==> config.mk <==
export PLATFORM = sky130hd
export DESIGN_NAME = wpm_monitor
export DESIGN_NICKNAME = d
export VERILOG_FILES = /design/src/wpm_pkg.sv /design/src/wpm_filter.sv /design/src/wpm_monitor.sv
export SDC_FILE = /design/constraint.sdc
export NUM_CORES = 1
export LEC_CHECK = 0
export BUFFER_PORTS_ARGS = -buffer_cell sky130_fd_sc_hd__buf_2
export CORE_ASPECT_RATIO = 1.1
export CORE_MARGIN = 2
export CORE_UTILIZATION = 40
export CTS_BUF_LIST = sky130_fd_sc_hd__clkbuf_2 sky130_fd_sc_hd__clkbuf_4 sky130_fd_sc_hd__clkbuf_8
export DETAILED_ROUTE_END_ITERATION = 12
export HOLD_SLACK_MARGIN = 0.05
export PLACE_DENSITY_LB_ADDON = 0.15
export SETUP_SLACK_MARGIN = 0.3
export SLEW_MARGIN = 25
export SYNTH_ARGS = -nofsm -noshare
export SYNTH_HDL_FRONTEND = slang
export SYNTH_SLANG_ARGS = --single-unit
export TNS_END_PERCENT = 10
==> constraint.sdc <==
create_clock -name clock -period 1.7 [get_ports clock]
set_clock_uncertainty 0.05 [all_clocks]
set_input_delay 0 -clock clock [delete_from_list [all_inputs] [get_ports clock]]
set_output_delay 0 -clock clock [all_outputs]
set_load 0.1 [all_outputs]
==> src/wpm_pkg.sv <==
// Package for the wake pin monitor: mode codes, carriers, filter timing.
// Assumes a 20 MHz system clock; all users refer to names as wpm_pkg::name.
package wpm_pkg;

	// Clock rate and filter timing
	localparam int CLOCK_HZ = 20000000;
	localparam int FILTER_MIN_US = 10;
	localparam int FILTER_MAX_US = 25;
	// Aim at the middle of the window so tolerance stays inside it
	localparam int FILTER_US = (FILTER_MIN_US + FILTER_MAX_US) / 2;
	localparam int FILTER_CYCLES_I = (FILTER_US * (CLOCK_HZ / 1000000));
	localparam int CNT_W = 10;
	localparam logic [CNT_W-1:0] FILTER_CYCLES = CNT_W'(FILTER_CYCLES_I);
	localparam logic [CNT_W-1:0] CNT_ZERO = 10'h000;
	localparam logic [CNT_W-1:0] CNT_ONE = 10'h001;

	// Device operating modes as seen by this block
	typedef enum logic [2:0] {
		WPM_MODE_OFF = 3'h0,
		WPM_MODE_NORMAL = 3'h1,
		WPM_MODE_STOP = 3'h2,
		WPM_MODE_FLASH = 3'h3,
		WPM_MODE_SLEEP = 3'h4,
		WPM_MODE_FAILSAFE = 3'h5,
		WPM_MODE_RESTART = 3'h6,
		WPM_MODE_INIT = 3'h7
	} wpm_mode_t;

	// Filter state, Gray coded along idle -> counting -> idle
	typedef enum logic [1:0] {
		WPM_F_STABLE = 2'h0,
		WPM_F_COUNT = 2'h1
	} wpm_fstate_t;

	// Filter outputs: stable level and one-cycle edge pulses
	typedef struct packed {
		logic level;
		logic rise;
		logic fall;
	} wpm_filt_t;

	// Flag pair: a holds rising, b holds falling
	typedef struct packed {
		logic a;
		logic b;
	} wpm_flags_t;

	localparam logic RESET_LEVEL = 1'b0;

endpackage

==> src/wpm_filter.sv <==
// Wake input synchroniser and glitch filter.
// Assumes the raw input is asynchronous and held quiet while disabled.
`timescale 1ns/1ps

module wpm_filter
(
	input wire logic clock,
	input wire logic reset,
	input wire logic raw_in,
	input wire logic hold_off,
	output wpm_pkg::wpm_filt_t filt
);

	typedef struct packed {
		logic sync1;
		logic sync2;
		wpm_pkg::wpm_fstate_t fs;
		logic [wpm_pkg::CNT_W-1:0] cnt;
		wpm_pkg::wpm_filt_t out;
	} wpm_fil_state_t;

	wpm_fil_state_t st_r;
	wpm_fil_state_t st_nxt;

	// Next state: count while the sampled level differs from the stable one
	always_comb
	begin
		st_nxt = st_r;
		st_nxt.sync1 = raw_in;
		st_nxt.sync2 = st_r.sync1;
		st_nxt.out.rise = 1'b0;
		st_nxt.out.fall = 1'b0;
		if (hold_off)
		begin
			st_nxt.fs = wpm_pkg::WPM_F_STABLE;
			st_nxt.cnt = wpm_pkg::CNT_ZERO;
		end
		else if (st_r.sync2 == st_r.out.level)
		begin
			st_nxt.fs = wpm_pkg::WPM_F_STABLE;
			st_nxt.cnt = wpm_pkg::CNT_ZERO;
		end
		else
		begin
			case (st_r.fs)
				wpm_pkg::WPM_F_STABLE:
				begin
					st_nxt.fs = wpm_pkg::WPM_F_COUNT;
					st_nxt.cnt = wpm_pkg::CNT_ONE;
				end
				wpm_pkg::WPM_F_COUNT:
				begin
					if (st_r.cnt >= wpm_pkg::FILTER_CYCLES)
					begin
						st_nxt.fs = wpm_pkg::WPM_F_STABLE;
						st_nxt.cnt = wpm_pkg::CNT_ZERO;
						st_nxt.out.level = st_r.sync2;
						st_nxt.out.rise = st_r.sync2;
						st_nxt.out.fall = ~st_r.sync2;
					end
					else
						st_nxt.cnt = st_r.cnt + wpm_pkg::CNT_ONE;
				end
				default:
				begin
					st_nxt.fs = wpm_pkg::WPM_F_STABLE;
					st_nxt.cnt = wpm_pkg::CNT_ZERO;
				end
			endcase
		end
	end

	// State register
	always_ff @(posedge clock or posedge reset)
	begin
		if (reset)
		begin
			st_r <= '0;
		end
		else
		begin
			st_r <= st_nxt;
		end
	end

	assign filt = st_r.out;

endmodule // wpm_filter

==> src/wpm_monitor.sv <==
// Wake pin monitor top: filtered wake input, edge flags, mode wake requests.
// Assumes the mode controller drives device_mode and acts on the wake pulses.
//
// Functional notes
// - Both input edge polarities are wake events
// - Change counts only after filter time passes
// - Host enable bit gates wake detection, except the Fail-Safe restart
// - Below undervoltage level, input off, events dropped
// - Pin level readable in Normal, Stop, Flash
// - Enabled filtered change wakes device from Sleep
// - Fail-Safe filtered change always requests Restart
// - Active modes set edge flags, interrupt unless masked
// - Rising and falling interrupts masked independently
// - Normal to Sleep blocked while flags set
// - Flag set at Sleep entry causes re-wake
`timescale 1ns/1ps

module wpm_monitor
(
	input wire logic clock,
	input wire logic reset,
	input wire logic wake_input,
	input wire logic undervoltage_off,
	input wire wpm_pkg::wpm_mode_t device_mode,
	input wire logic wake_input_enable,
	input wire wpm_pkg::wpm_flags_t flag_mask,
	input wire wpm_pkg::wpm_flags_t flag_clear,
	input wire logic sleep_request,
	output logic wake_input_oe,
	output logic wake_level_status,
	output wpm_pkg::wpm_flags_t pin_wake_flags,
	output logic wake_irq,
	output logic sleep_wake,
	output logic restart_request,
	output logic sleep_refused
);

	typedef struct packed {
		logic level_status;
		wpm_pkg::wpm_flags_t flags;
		logic irq;
		logic sleep_wake;
		logic restart;
		logic refused;
		logic rewake_pending;
	} wpm_top_state_t;

	wpm_top_state_t st_r;
	wpm_top_state_t st_nxt;
	wpm_pkg::wpm_filt_t filt;
	logic active_mode;
	logic rise_ev;
	logic fall_ev;
	logic flags_any;

	// Synchroniser and filter; held off below undervoltage level
	wpm_filter u_filter
	(
		.clock(clock),
		.reset(reset),
		.raw_in(wake_input),
		.hold_off(undervoltage_off),
		.filt(filt)
	);

	// Event qualification
	always_comb
	begin
		active_mode = (device_mode == wpm_pkg::WPM_MODE_NORMAL)
			|| (device_mode == wpm_pkg::WPM_MODE_STOP)
			|| (device_mode == wpm_pkg::WPM_MODE_FLASH);
		rise_ev = filt.rise & ~undervoltage_off;
		fall_ev = filt.fall & ~undervoltage_off;
		flags_any = st_r.flags.a | st_r.flags.b;
	end

	// Next state of flags, requests and status
	always_comb
	begin
		st_nxt = st_r;
		st_nxt.sleep_wake = 1'b0;
		st_nxt.restart = 1'b0;
		st_nxt.refused = 1'b0;
		// Level status tracks the filtered pin in the active modes
		if (active_mode)
			st_nxt.level_status = filt.level;
		// Clear first so that a same-cycle set wins
		if (flag_clear.a)
			st_nxt.flags.a = 1'b0;
		if (flag_clear.b)
			st_nxt.flags.b = 1'b0;
		if (wake_input_enable && active_mode)
		begin
			if (rise_ev)
				st_nxt.flags.a = 1'b1;
			if (fall_ev)
				st_nxt.flags.b = 1'b1;
		end
		// Sleep command with flags pending is refused, re-wake armed
		// Only an enabled change would set a flag, so of same-cycle changes only that can refuse
		if (sleep_request && device_mode == wpm_pkg::WPM_MODE_NORMAL)
		begin
			if (flags_any || (wake_input_enable && (rise_ev || fall_ev)))
			begin
				st_nxt.refused = 1'b1;
				st_nxt.rewake_pending = 1'b1;
			end
			else
				st_nxt.rewake_pending = 1'b0; // Clean command drops a stale re-wake
		end
		// Sleep: enabled change or pending flags wake the device
		if (device_mode == wpm_pkg::WPM_MODE_SLEEP)
		begin
			if ((wake_input_enable && (rise_ev || fall_ev))
				|| st_r.rewake_pending || flags_any)
			begin
				st_nxt.sleep_wake = 1'b1;
				st_nxt.rewake_pending = 1'b0;
			end
		end
		else if (device_mode != wpm_pkg::WPM_MODE_NORMAL)
			st_nxt.rewake_pending = 1'b0;
		// Fail-Safe always restarts on a filtered change
		if (device_mode == wpm_pkg::WPM_MODE_FAILSAFE && (rise_ev || fall_ev))
			st_nxt.restart = 1'b1;
		// Per-edge masking of the interrupt
		st_nxt.irq = (st_nxt.flags.a & ~flag_mask.a)
			| (st_nxt.flags.b & ~flag_mask.b);
	end

	// State register
	always_ff @(posedge clock or posedge reset)
	begin
		if (reset)
		begin
			st_r <= '0;
		end
		else
		begin
			st_r <= st_nxt;
		end
	end

	// Input stays high impedance: the block never drives the pin
	always_ff @(posedge clock or posedge reset)
	begin
		if (reset)
			wake_input_oe <= 1'b0;
		else
			wake_input_oe <= 1'b0;
	end

	assign wake_level_status = st_r.level_status;
	assign pin_wake_flags = st_r.flags;
	assign wake_irq = st_r.irq;
	assign sleep_wake = st_r.sleep_wake;
	assign restart_request = st_r.restart;
	assign sleep_refused = st_r.refused;

endmodule // wpm_monitor

# Yosys cells after proc, flatten, opt, wreduce, memory -nomap -nowiden
# Cells that the tools add are included.
# W data, S select, Z words.
# op_classes
eq_ne	9
magnitude_cmp	1
n_addsub	1
n_bitwise	11
muxes	22
n_reduce_logical	12
# op_table
cell	count
$mux W12	2
$pmux W12 S2	1
$mux W2	7
$mux W1	11
$add A10 B1 Y10 const B	1
$ge A10 B9 Y1 const B	1
$mux W10	1
$eq A3 B2 Y1 const B	2
$eq A3 B3 Y1 const B	2
$logic_or A1 B1 Y1	6
$not A1 Y1	5
$and A1 B1 Y1	4
$logic_and A1 B1 Y1	4
$ne A4 B2 Y1 const B	1
$reduce_and A4 Y1	1
$eq A3 B1 Y1 const B	1
$ne A3 B1 Y1 const B	1
$eq A2 B1 Y1 const B	1
$logic_not A2 Y1	1
$or A1 B1 Y1	2
$eq A1 B1 Y1	1
# totals
out_inout_bits	8
word_cells	71
input_bits	13
register_bits	25

# Logic depth before layout (Yosys ltp)
# Gate-level depths: netlist of the first run.
# depth
depth_word	9
depth_mapped	5

# Hierarchy
# A second synthesis of the first run with hierarchy kept.
# unflattened
hier_cells	105
area_unflattened_um2	1134.8
# by_module_without_submodules
mod	n_inst	area_each_um2	cells_each
wpm_filter	1	714.4	66
wpm_monitor	1	420.4	39

# Worst setup path after synthesis of the first run
# Ideal clock, no wire load.
# synth_timing
path_type	reg2reg
startpoint	register, netlist name wake_level_status
endpoint	register st_r (netlist bit wake_level_status)
arrival_time_ns	1.130
path_stages_with_launch	2
synth_period_minus_slack_ns	1.306
setup_slack_ns	0.394
setup_ns	0.125
t_required_ns	1.525
path_cell_list	dfrtp_1 > mux2_2
# synth_rtl
item	line	rtl
to (signal assigned)	wpm_monitor.sv:140	st_r <= st_nxt;
to (decl)	wpm_monitor.sv:48	wpm_top_state_t st_r;

# Final worst setup path of the first run
# layout_timing
startpoint	register u_filter.st_r[10] in the netlist's numbering
endpoint	register u_filter.st_r (netlist bit u_filter.filt[2])
# layout_between
elab_chain_cells	2
# layout_lines
item	line	rtl
from (decl)	wpm_filter.sv:22	wpm_fil_state_t st_r;
from (signal assigned)	wpm_filter.sv:82	st_r <= st_nxt;
$ge A10 B9 Y1	wpm_filter.sv:53	if (st_r.cnt >= wpm_pkg::FILTER_CYCLES)
$reduce_and A4 Y1 (no line)	n/a	
# No other way between the ends.
# A chain may end at the register's enable or synchronous reset.

==> metrics.md, run 1 <==
| Metric | Value |
|---|---|
| Outcome | finished, final reports clean |
| GRT Overall Usage | 14.7% |
| Via density | 4.66 |
| Routability cong. | 0.702 |
| Net Sw Power | 361 µW |
| Syn Inst Count | 93 |
| CP endpoint kind | flop |
| Hold Crit Start | wake_input_enable |
| Worst setup margin | 300 ps |
| Row cnt | 19 |
| Final Hold Viols | 0 |
| Detailed router's first-iteration violation count | 15 |
| Worst setup SP type | flop |
| Most flop-heavy register | u_filter.st_r |
| Clock power frac | 31.4% |
| DIE HEIGHT | 57.5 µm |
| Clk sinks | 24 |
| Most common cell after layout, fill and taps aside | dfrtp_1 |
| Post-layout power | 1.31 mW |
| GRT overflow | 0 |
| Worst r2r path cells | 4 |
| Total internal power | 950 µW |
| Post-Synthesis Mean Instance Area | 11.2 µm² |
| Final Cycle Share | 82.3% |
| Max-cap viol count | 0 |
| First-pass GRT wire length | 3190 µm |
| Post-detail-place hpwl | 1270 µm |
| CP startpoint | u_filter.st_r[10] |
| CTS Buffer Depth | 2 |
| Most frequent cells in the layout | dfrtp_1 (23), buf_2 (19), nor2_1 (12), dlygate4sd3_1 (12), inv_1 (10) |
| Peak supply drop | 644 µV |
| Crit path kind | reg2reg |
| Hold depth | 5 |
| CP arrival | 1560 ps |
| Drt drc | 0 |
| I/O Buffers | 19 |
| Min Tclk post-route | 1400 ps |
| Largest register FFs | 12 |
| Total die area | 3030 µm² |
| Max Slew Vio Count | 0 |
| Number of global-route vias before repair | 765 |
| Initial antenna violation count | 0 |
| H-Tree Depth | 1 |
| Sequential power share | 48.3% |
| Switching Fraction | 27.5% |
| Antenna Nets Post-Route | 0 |
| Starting Density | 41.8% |
| Setup Viol. Count Final | 0 |
| Power Density | 936 nW/µm² |
| Post-route setup TNS | 0 ps |
| Crit-path max FO | 4 |
| Post-synth cell types | 33 |
| Flops & latches, synth | 24 |
| TritonCTS Buffers | 3 |
| Core area | 2500 µm² |
| CTS clk-pin slew, worst paths | 130 ps |
| Sequential fraction of the synthesis area | 57.6% |
| RSZ-0062 raised after global routing | true |
| Worst Hold Endpoint | pin_wake_flags[0] |
| P_leak | 0.717 nW |
| Post-Syn Area | 1040 µm² |
| First-pass iteration count of the detailed router | 4 |
| Setup slack, reg-to-reg | 300 ps |
| R2R Path Start | u_filter.st_r[10] |
| WP data required | 1860 ps |
| Share of layout cells above drive strength 1 | 31.1% |
| Drt total wl | 2010 µm |
| Area Overhead vs Synth | 34.3% |
| Final nets | 148 |
| Reg-to-reg endpoint | u_filter.filt[2] |
| Worst skew pair latency | 310 ps |
| Worst slack, placed | 278 ps |
| Min-delay worst type | in2reg |
| Die X | 52.7 µm |
| Synth warn | 0 |
| CTS tree | built |
| Fmax | 0.714 GHz |
| Largest net degree at the start of global routing | 25 |
| Root buffer cell | clkbuf_4 |
| Logic pwr share | 20.3% |
| # IOs | 21 |
| Total number of vias | 759 |
| N_diodes | 0 |
| Wire per inst | 12.4 µm |
## critical path: stages (launching register included)
cell	delay (ps)
dfrtp_1	460
nor3_2	70
a22oi_2	260
nand3_2	150
mux2_4	320
## final cells by class
type	instances	area [µm²]
fillers	227	1100
flip-flops and latches	24	602
multi-input cells	57	409
repair buffers	37	260
well taps	31	38.8
inverters	10	37.5
clock inverters	1	30.0
clock buffers	3	22.5
## Yosys cell counts
cell | instances | area share [%]
dfrtp_1 | 24 | 58
nor2_1 | 13 | 4.7
inv_1 | 10 | 3.6
xnor2_1 | 4 | 3.4
buf_4 | 3 | 2.2
nor3_1 | 3 | 1.4
xor2_1 | 3 | 2.5
a2bb2oi_1 | 2 | 1.7
ha_1 | 2 | 2.4
nand2_1 | 2 | 0.72
nand2b_1 | 2 | 1.2
nand3_1 | 2 | 0.96
nor2b_1 | 2 | 1.2
o21ai_0 | 2 | 0.96
a21boi_0 | 1 | 0.72
a22oi_2 | 1 | 1.2
a31o_2 | 1 | 0.84
and2_1 | 1 | 0.60
and3_1 | 1 | 0.60
and4_1 | 1 | 0.84
conb_1 | 1 | 0.36
mux2_2 | 1 | 1.1
mux2_4 | 1 | 1.4
mux2i_1 | 1 | 0.96
nand3_2 | 1 | 0.96
nand3b_2 | 1 | 1.1
nand4_1 | 1 | 0.60
nor2_2 | 1 | 0.60
nor4b_1 | 1 | 0.84
o211a_1 | 1 | 0.96
o211ai_1 | 1 | 0.72
o21ai_1 | 1 | 0.48
o22ai_1 | 1 | 0.60
## power groups by stage
stage               clock [mW]  sequential (mW)  combinational, mW
detailed placement           0            0.645              0.212
floorplan                    0            0.713             0.0959
CTS                      0.426            0.633              0.247
global placement             0            0.645              0.210
global route             0.444            0.640              0.287
finish                   0.411            0.633              0.266
## logic make-up (layout without fill, tap and decap cells)
kind of cell,count (synthesis),in the layout,synth area share (%)
simple gates,32,32,16.3
flops,24,24,57.6
buf+inv,13,51,5.76
compound gates,11,11,8.16
xor+xnor,7,7,5.88
mux,3,3,3.48
fa+ha+maj,2,2,2.40
other cells,1,2,0.360
## worst max-delay path by stage
stage          slack (ps)  depth (start not counted)           endpoint
2_1_floorplan         390                          1  wake_level_status
3_3_place_gp          320                          5  u_filter.st_r[11]
3_5_place_dp          280                          4  u_filter.st_r[11]
4_1_cts               300                          4   u_filter.filt[2]
5_1_grt               250                          4   u_filter.filt[2]
6_report              300                          4   u_filter.filt[2]
## per-layer routing
metal  part of all wire [%]  vias to the layer above  wire (µm)  global-route usage, %
met5                      0                        -          0                      0
li1                       -                      380          -                      -
met3                    3.2                        4         65                   3.14
met2                     52                       16       1050                   24.1
met4                    1.7                        0         34                   8.79
met1                     43                      359        869                   17.3
## through the flow
step / hold slack (ps) / utilization (%) / cells / cell area (µm²)
floorplan: -35.4 / - / 94 / 1050
global route: 175 / 56.1 / 163 / 1400
detailed placement: 12.7 / 46.7 / 142 / 1160
global placement: 10.2 / 46.7 / 142 / 1160
finish: 115 / 56.1 / 163 / 1400
CTS: -183 / 54.1 / 159 / 1350
## timing repair
item,CTS,global route
gates resized for setup,1,6
setup endpoints to repair,9,10
hold buffers,11,1
buffers inserted,2,3
pin swaps,0,4
endpoints found under the hold margin,45,3
Power figures use the tool's default switching activity.
==> run 2: changes to the inputs <==
clock period = 1.2 ns   (was 1.7 ns; I/O delays follow)
==> run 2 against run 1 <==
Against the previous run: the run now ends with setup timing left; hold slack got worse by 100 ps; largest power group unchanged; sequential share of layout area fell by 5.2 points; via count rose by 6.9%; clock power grew 2%; global-route usage is 2.6 points higher; combinational power rose by 72%.
==> metrics.md, run 2 (same netlist as run 1, synthesis figures left out) <==
| Metric | Value |
|---|---|
| First-pass GRT wire length | 3780 µm (+19%) |
| Crit-path max FO | 4 (unchanged) |
| CP arrival | 1490 ps (-70 ps) |
| # IOs | 21 (unchanged) |
| Worst setup margin | -136 ps (-437 ps) |
| Root buffer cell | clkbuf_4 |
| First-pass iteration count of the detailed router | 4 (unchanged) |
| P_leak | 0.776 nW (+8.2%) |
| Post-detail-place hpwl | 1400 µm (+11%) |
| Share of layout cells above drive strength 1 | 41.4% (+10 points) |
| Die X | 52.7 µm (unchanged) |
| Post-route setup TNS | -181 ps (-181 ps) |
| CTS tree | built |
| Post-route non-filler standard cell count | 171 (+4.9%) |
| CP endpoint kind | flop |
| Clk sinks | 24 (unchanged) |
| Wire per inst | 13.4 µm (+8.7%) |
| Fin util | 63.9% (+7.8 points) |
| Worst hold slack | 14.1 ps (-101 ps) |
| GRT overflow | 0 (unchanged) |
| RSZ-0062 raised after global routing | true |
| CTS Buffer Depth | 2 (unchanged) |
| Total number of vias | 811 (+6.9%) |
| Min-delay worst type | in2reg |
| Logic pwr share | 25.6% (+5.3 points) |
| Worst slack, placed | -204 ps (-483 ps) |
| Row cnt | 19 (unchanged) |
| N_diodes | 0 (unchanged) |
| Initial antenna violation count | 0 (unchanged) |
| Power Density | 1120 nW/µm² (+20%) |
| Routability cong. | 0.776 (+10%) |
| Peak supply drop | 1010 µV (+57%) |
| WP data required | 1360 ps (-500 ps) |
| CP Buf/Inv Count | 0 (unchanged) |
| Detailed router's first-iteration violation count | 5 (-10) |
| Starting Density | 41.8% (unchanged) |
| Outcome | finished, violations left |
| Switching Fraction | 29.1% (+1.6 points) |
| Largest register FFs | 12 (unchanged) |
| Hold buffer count at cts | 11 (unchanged) |
| Total die area | 3030 µm² (unchanged) |
| Drt total wl | 2300 µm (+14%) |
| Largest net degree at the start of global routing | 25 (unchanged) |
| Worst setup SP type | flop |
| Net Sw Power | 519 µW (+44%) |
| Worst skew pair latency | 310 ps (about the same) |
| Final Cycle Share | 111% (+29 points) |
| Placed insts | 156 (+9.9%) |
| TritonCTS Buffers | 3 (unchanged) |
| Antenna Nets Post-Route | 0 (unchanged) |
| Total internal power | 1.27 mW (+33%) |
| Sequential power share | 51.0% (+2.7 points) |
| Most flop-heavy register | u_filter.st_r |
| Number of global-route vias before repair | 842 (+10%) |
| Setup Viol. Count Final | 4 (+4) |
| Final Hold Viols | 0 (unchanged) |
| Critical-path cell list | nor3_2, a22oi_2, nand3_2, mux2_4 |
| Max-cap viol count | 0 (unchanged) |
| Failing checks | setup timing |
| Core area | 2500 µm² (unchanged) |
| Via density | 4.74 (+1.9%) |
| DIE HEIGHT | 57.5 µm (unchanged) |
| Clock power frac | 23.4% (-8.0 points) |
| Post-CTS setup buffers | 0 (-2) |
| Crit path kind | reg2reg |
| CTS clk-pin slew, worst paths | 120 ps (about the same) |
| Worst path top cell family by delay | flip-flops |
| Final nets | 156 (+5.4%) |
| Area Overhead vs Synth | 52.9% |
| Most common cell after layout, fill and taps aside | dfrtp_1 |
| Min Tclk post-route | 1340 ps (-63.3 ps) |
| Critical path's slowest cell | dfrtp_1 |
| Max Slew Vio Count | 0 (unchanged) |
| Crit path largest cell delay | 440 ps (-20 ps) |
| GRT Overall Usage | 17.3% (+2.6 points) |
| I/O Buffers | 19 (unchanged) |
| Drt drc | 0 (unchanged) |
| Fmax | 0.748 GHz (+4.7%) |
| Most frequent cells in the layout | dfrtp_1 (23), buf_4 (13), buf_2 (12), dlygate4sd3_1 (11), nor2_1 (10) |
| H-Tree Depth | 1 (unchanged) |
-- run 2: cell count changes in the layout (fill, tap and decap cells not counted), moves of 2 or more --
cell	previous run	this run
buf_6	0	2
inv_1	10	8
inv_2	0	2
a2bb2oi_2	0	2
a2bb2oi_1	2	0
buf_4	6	13
buf_2	19	12
buf_12	0	7
nor2_1	12	10
-- run 2: metal layers --
metal  global-route usage [%]  vias up  part of all wire [%]
li1                         -      397                     -
met4                     5.86        0                   1.9
met5                        0        -                     0
met2                     29.6       16                    58
met3                     6.02        4                   4.0
met1                     19.8      394                    37
-- run 2: power by group through the flow --
stage / Combinational, mW / Sequential (mW) / Clock [mW]
3_3_place_gp: 0.356 / 0.907 / 0
2_1_floorplan: 0.137 / 1.01 / 0
4_1_cts: 0.456 / 0.908 / 0.437
5_1_grt: 0.489 / 0.914 / 0.485
3_5_place_dp: 0.357 / 0.909 / 0
6_report: 0.457 / 0.909 / 0.418
-- run 2: worst reg2reg max path, stage by stage, from the launching register on --
cell	delay [ps]
dfrtp_1	440
nor3_2	60
a22oi_2	250
nand3_2	120
mux2_4	310
-- run 2: final cells by class --
cell class | instances | area [µm²]
fillers | 204 | 902
well taps | 31 | 38.8
inverters | 10 | 37.5
clock buffers | 4 | 36.3
multi-input cells | 57 | 449
repair buffers | 45 | 430
flip-flops and latches | 24 | 602
-- run 2: worst paths after layout --
kind	start	end	slack [ps]	cells after the start
max reg2reg	u_filter.st_r[10]	u_filter.filt[2]	-140	4
max	u_filter.st_r[10]	u_filter.filt[2]	-140	4
min	device_mode[1]	restart_request	10	3
min in group asynchronous	reset	u_filter.st_r[8]	210	4
max in group asynchronous	reset	wake_level_status	640	4
min reg2reg	u_filter.st_nxt[15]	u_filter.st_r[15]	330	0
-- run 2: per-stage QoR --
| step | total power [mW] | cell area [µm²] |
|---|---|---|
| floorplan | 1.15 | 1050 |
| global placement | 1.26 | 1280 |
| detailed placement | 1.27 | 1280 |
| CTS | 1.80 | 1570 |
| global route | 1.89 | 1590 |
| finish | 1.78 | 1590 |
-- run 2: timing repair --
action                                  CTS  global route
endpoints found under the setup margin   26            28
gates resized for setup                  39             6
endpoints found under the hold margin    36             2
pin swaps                                 9            11
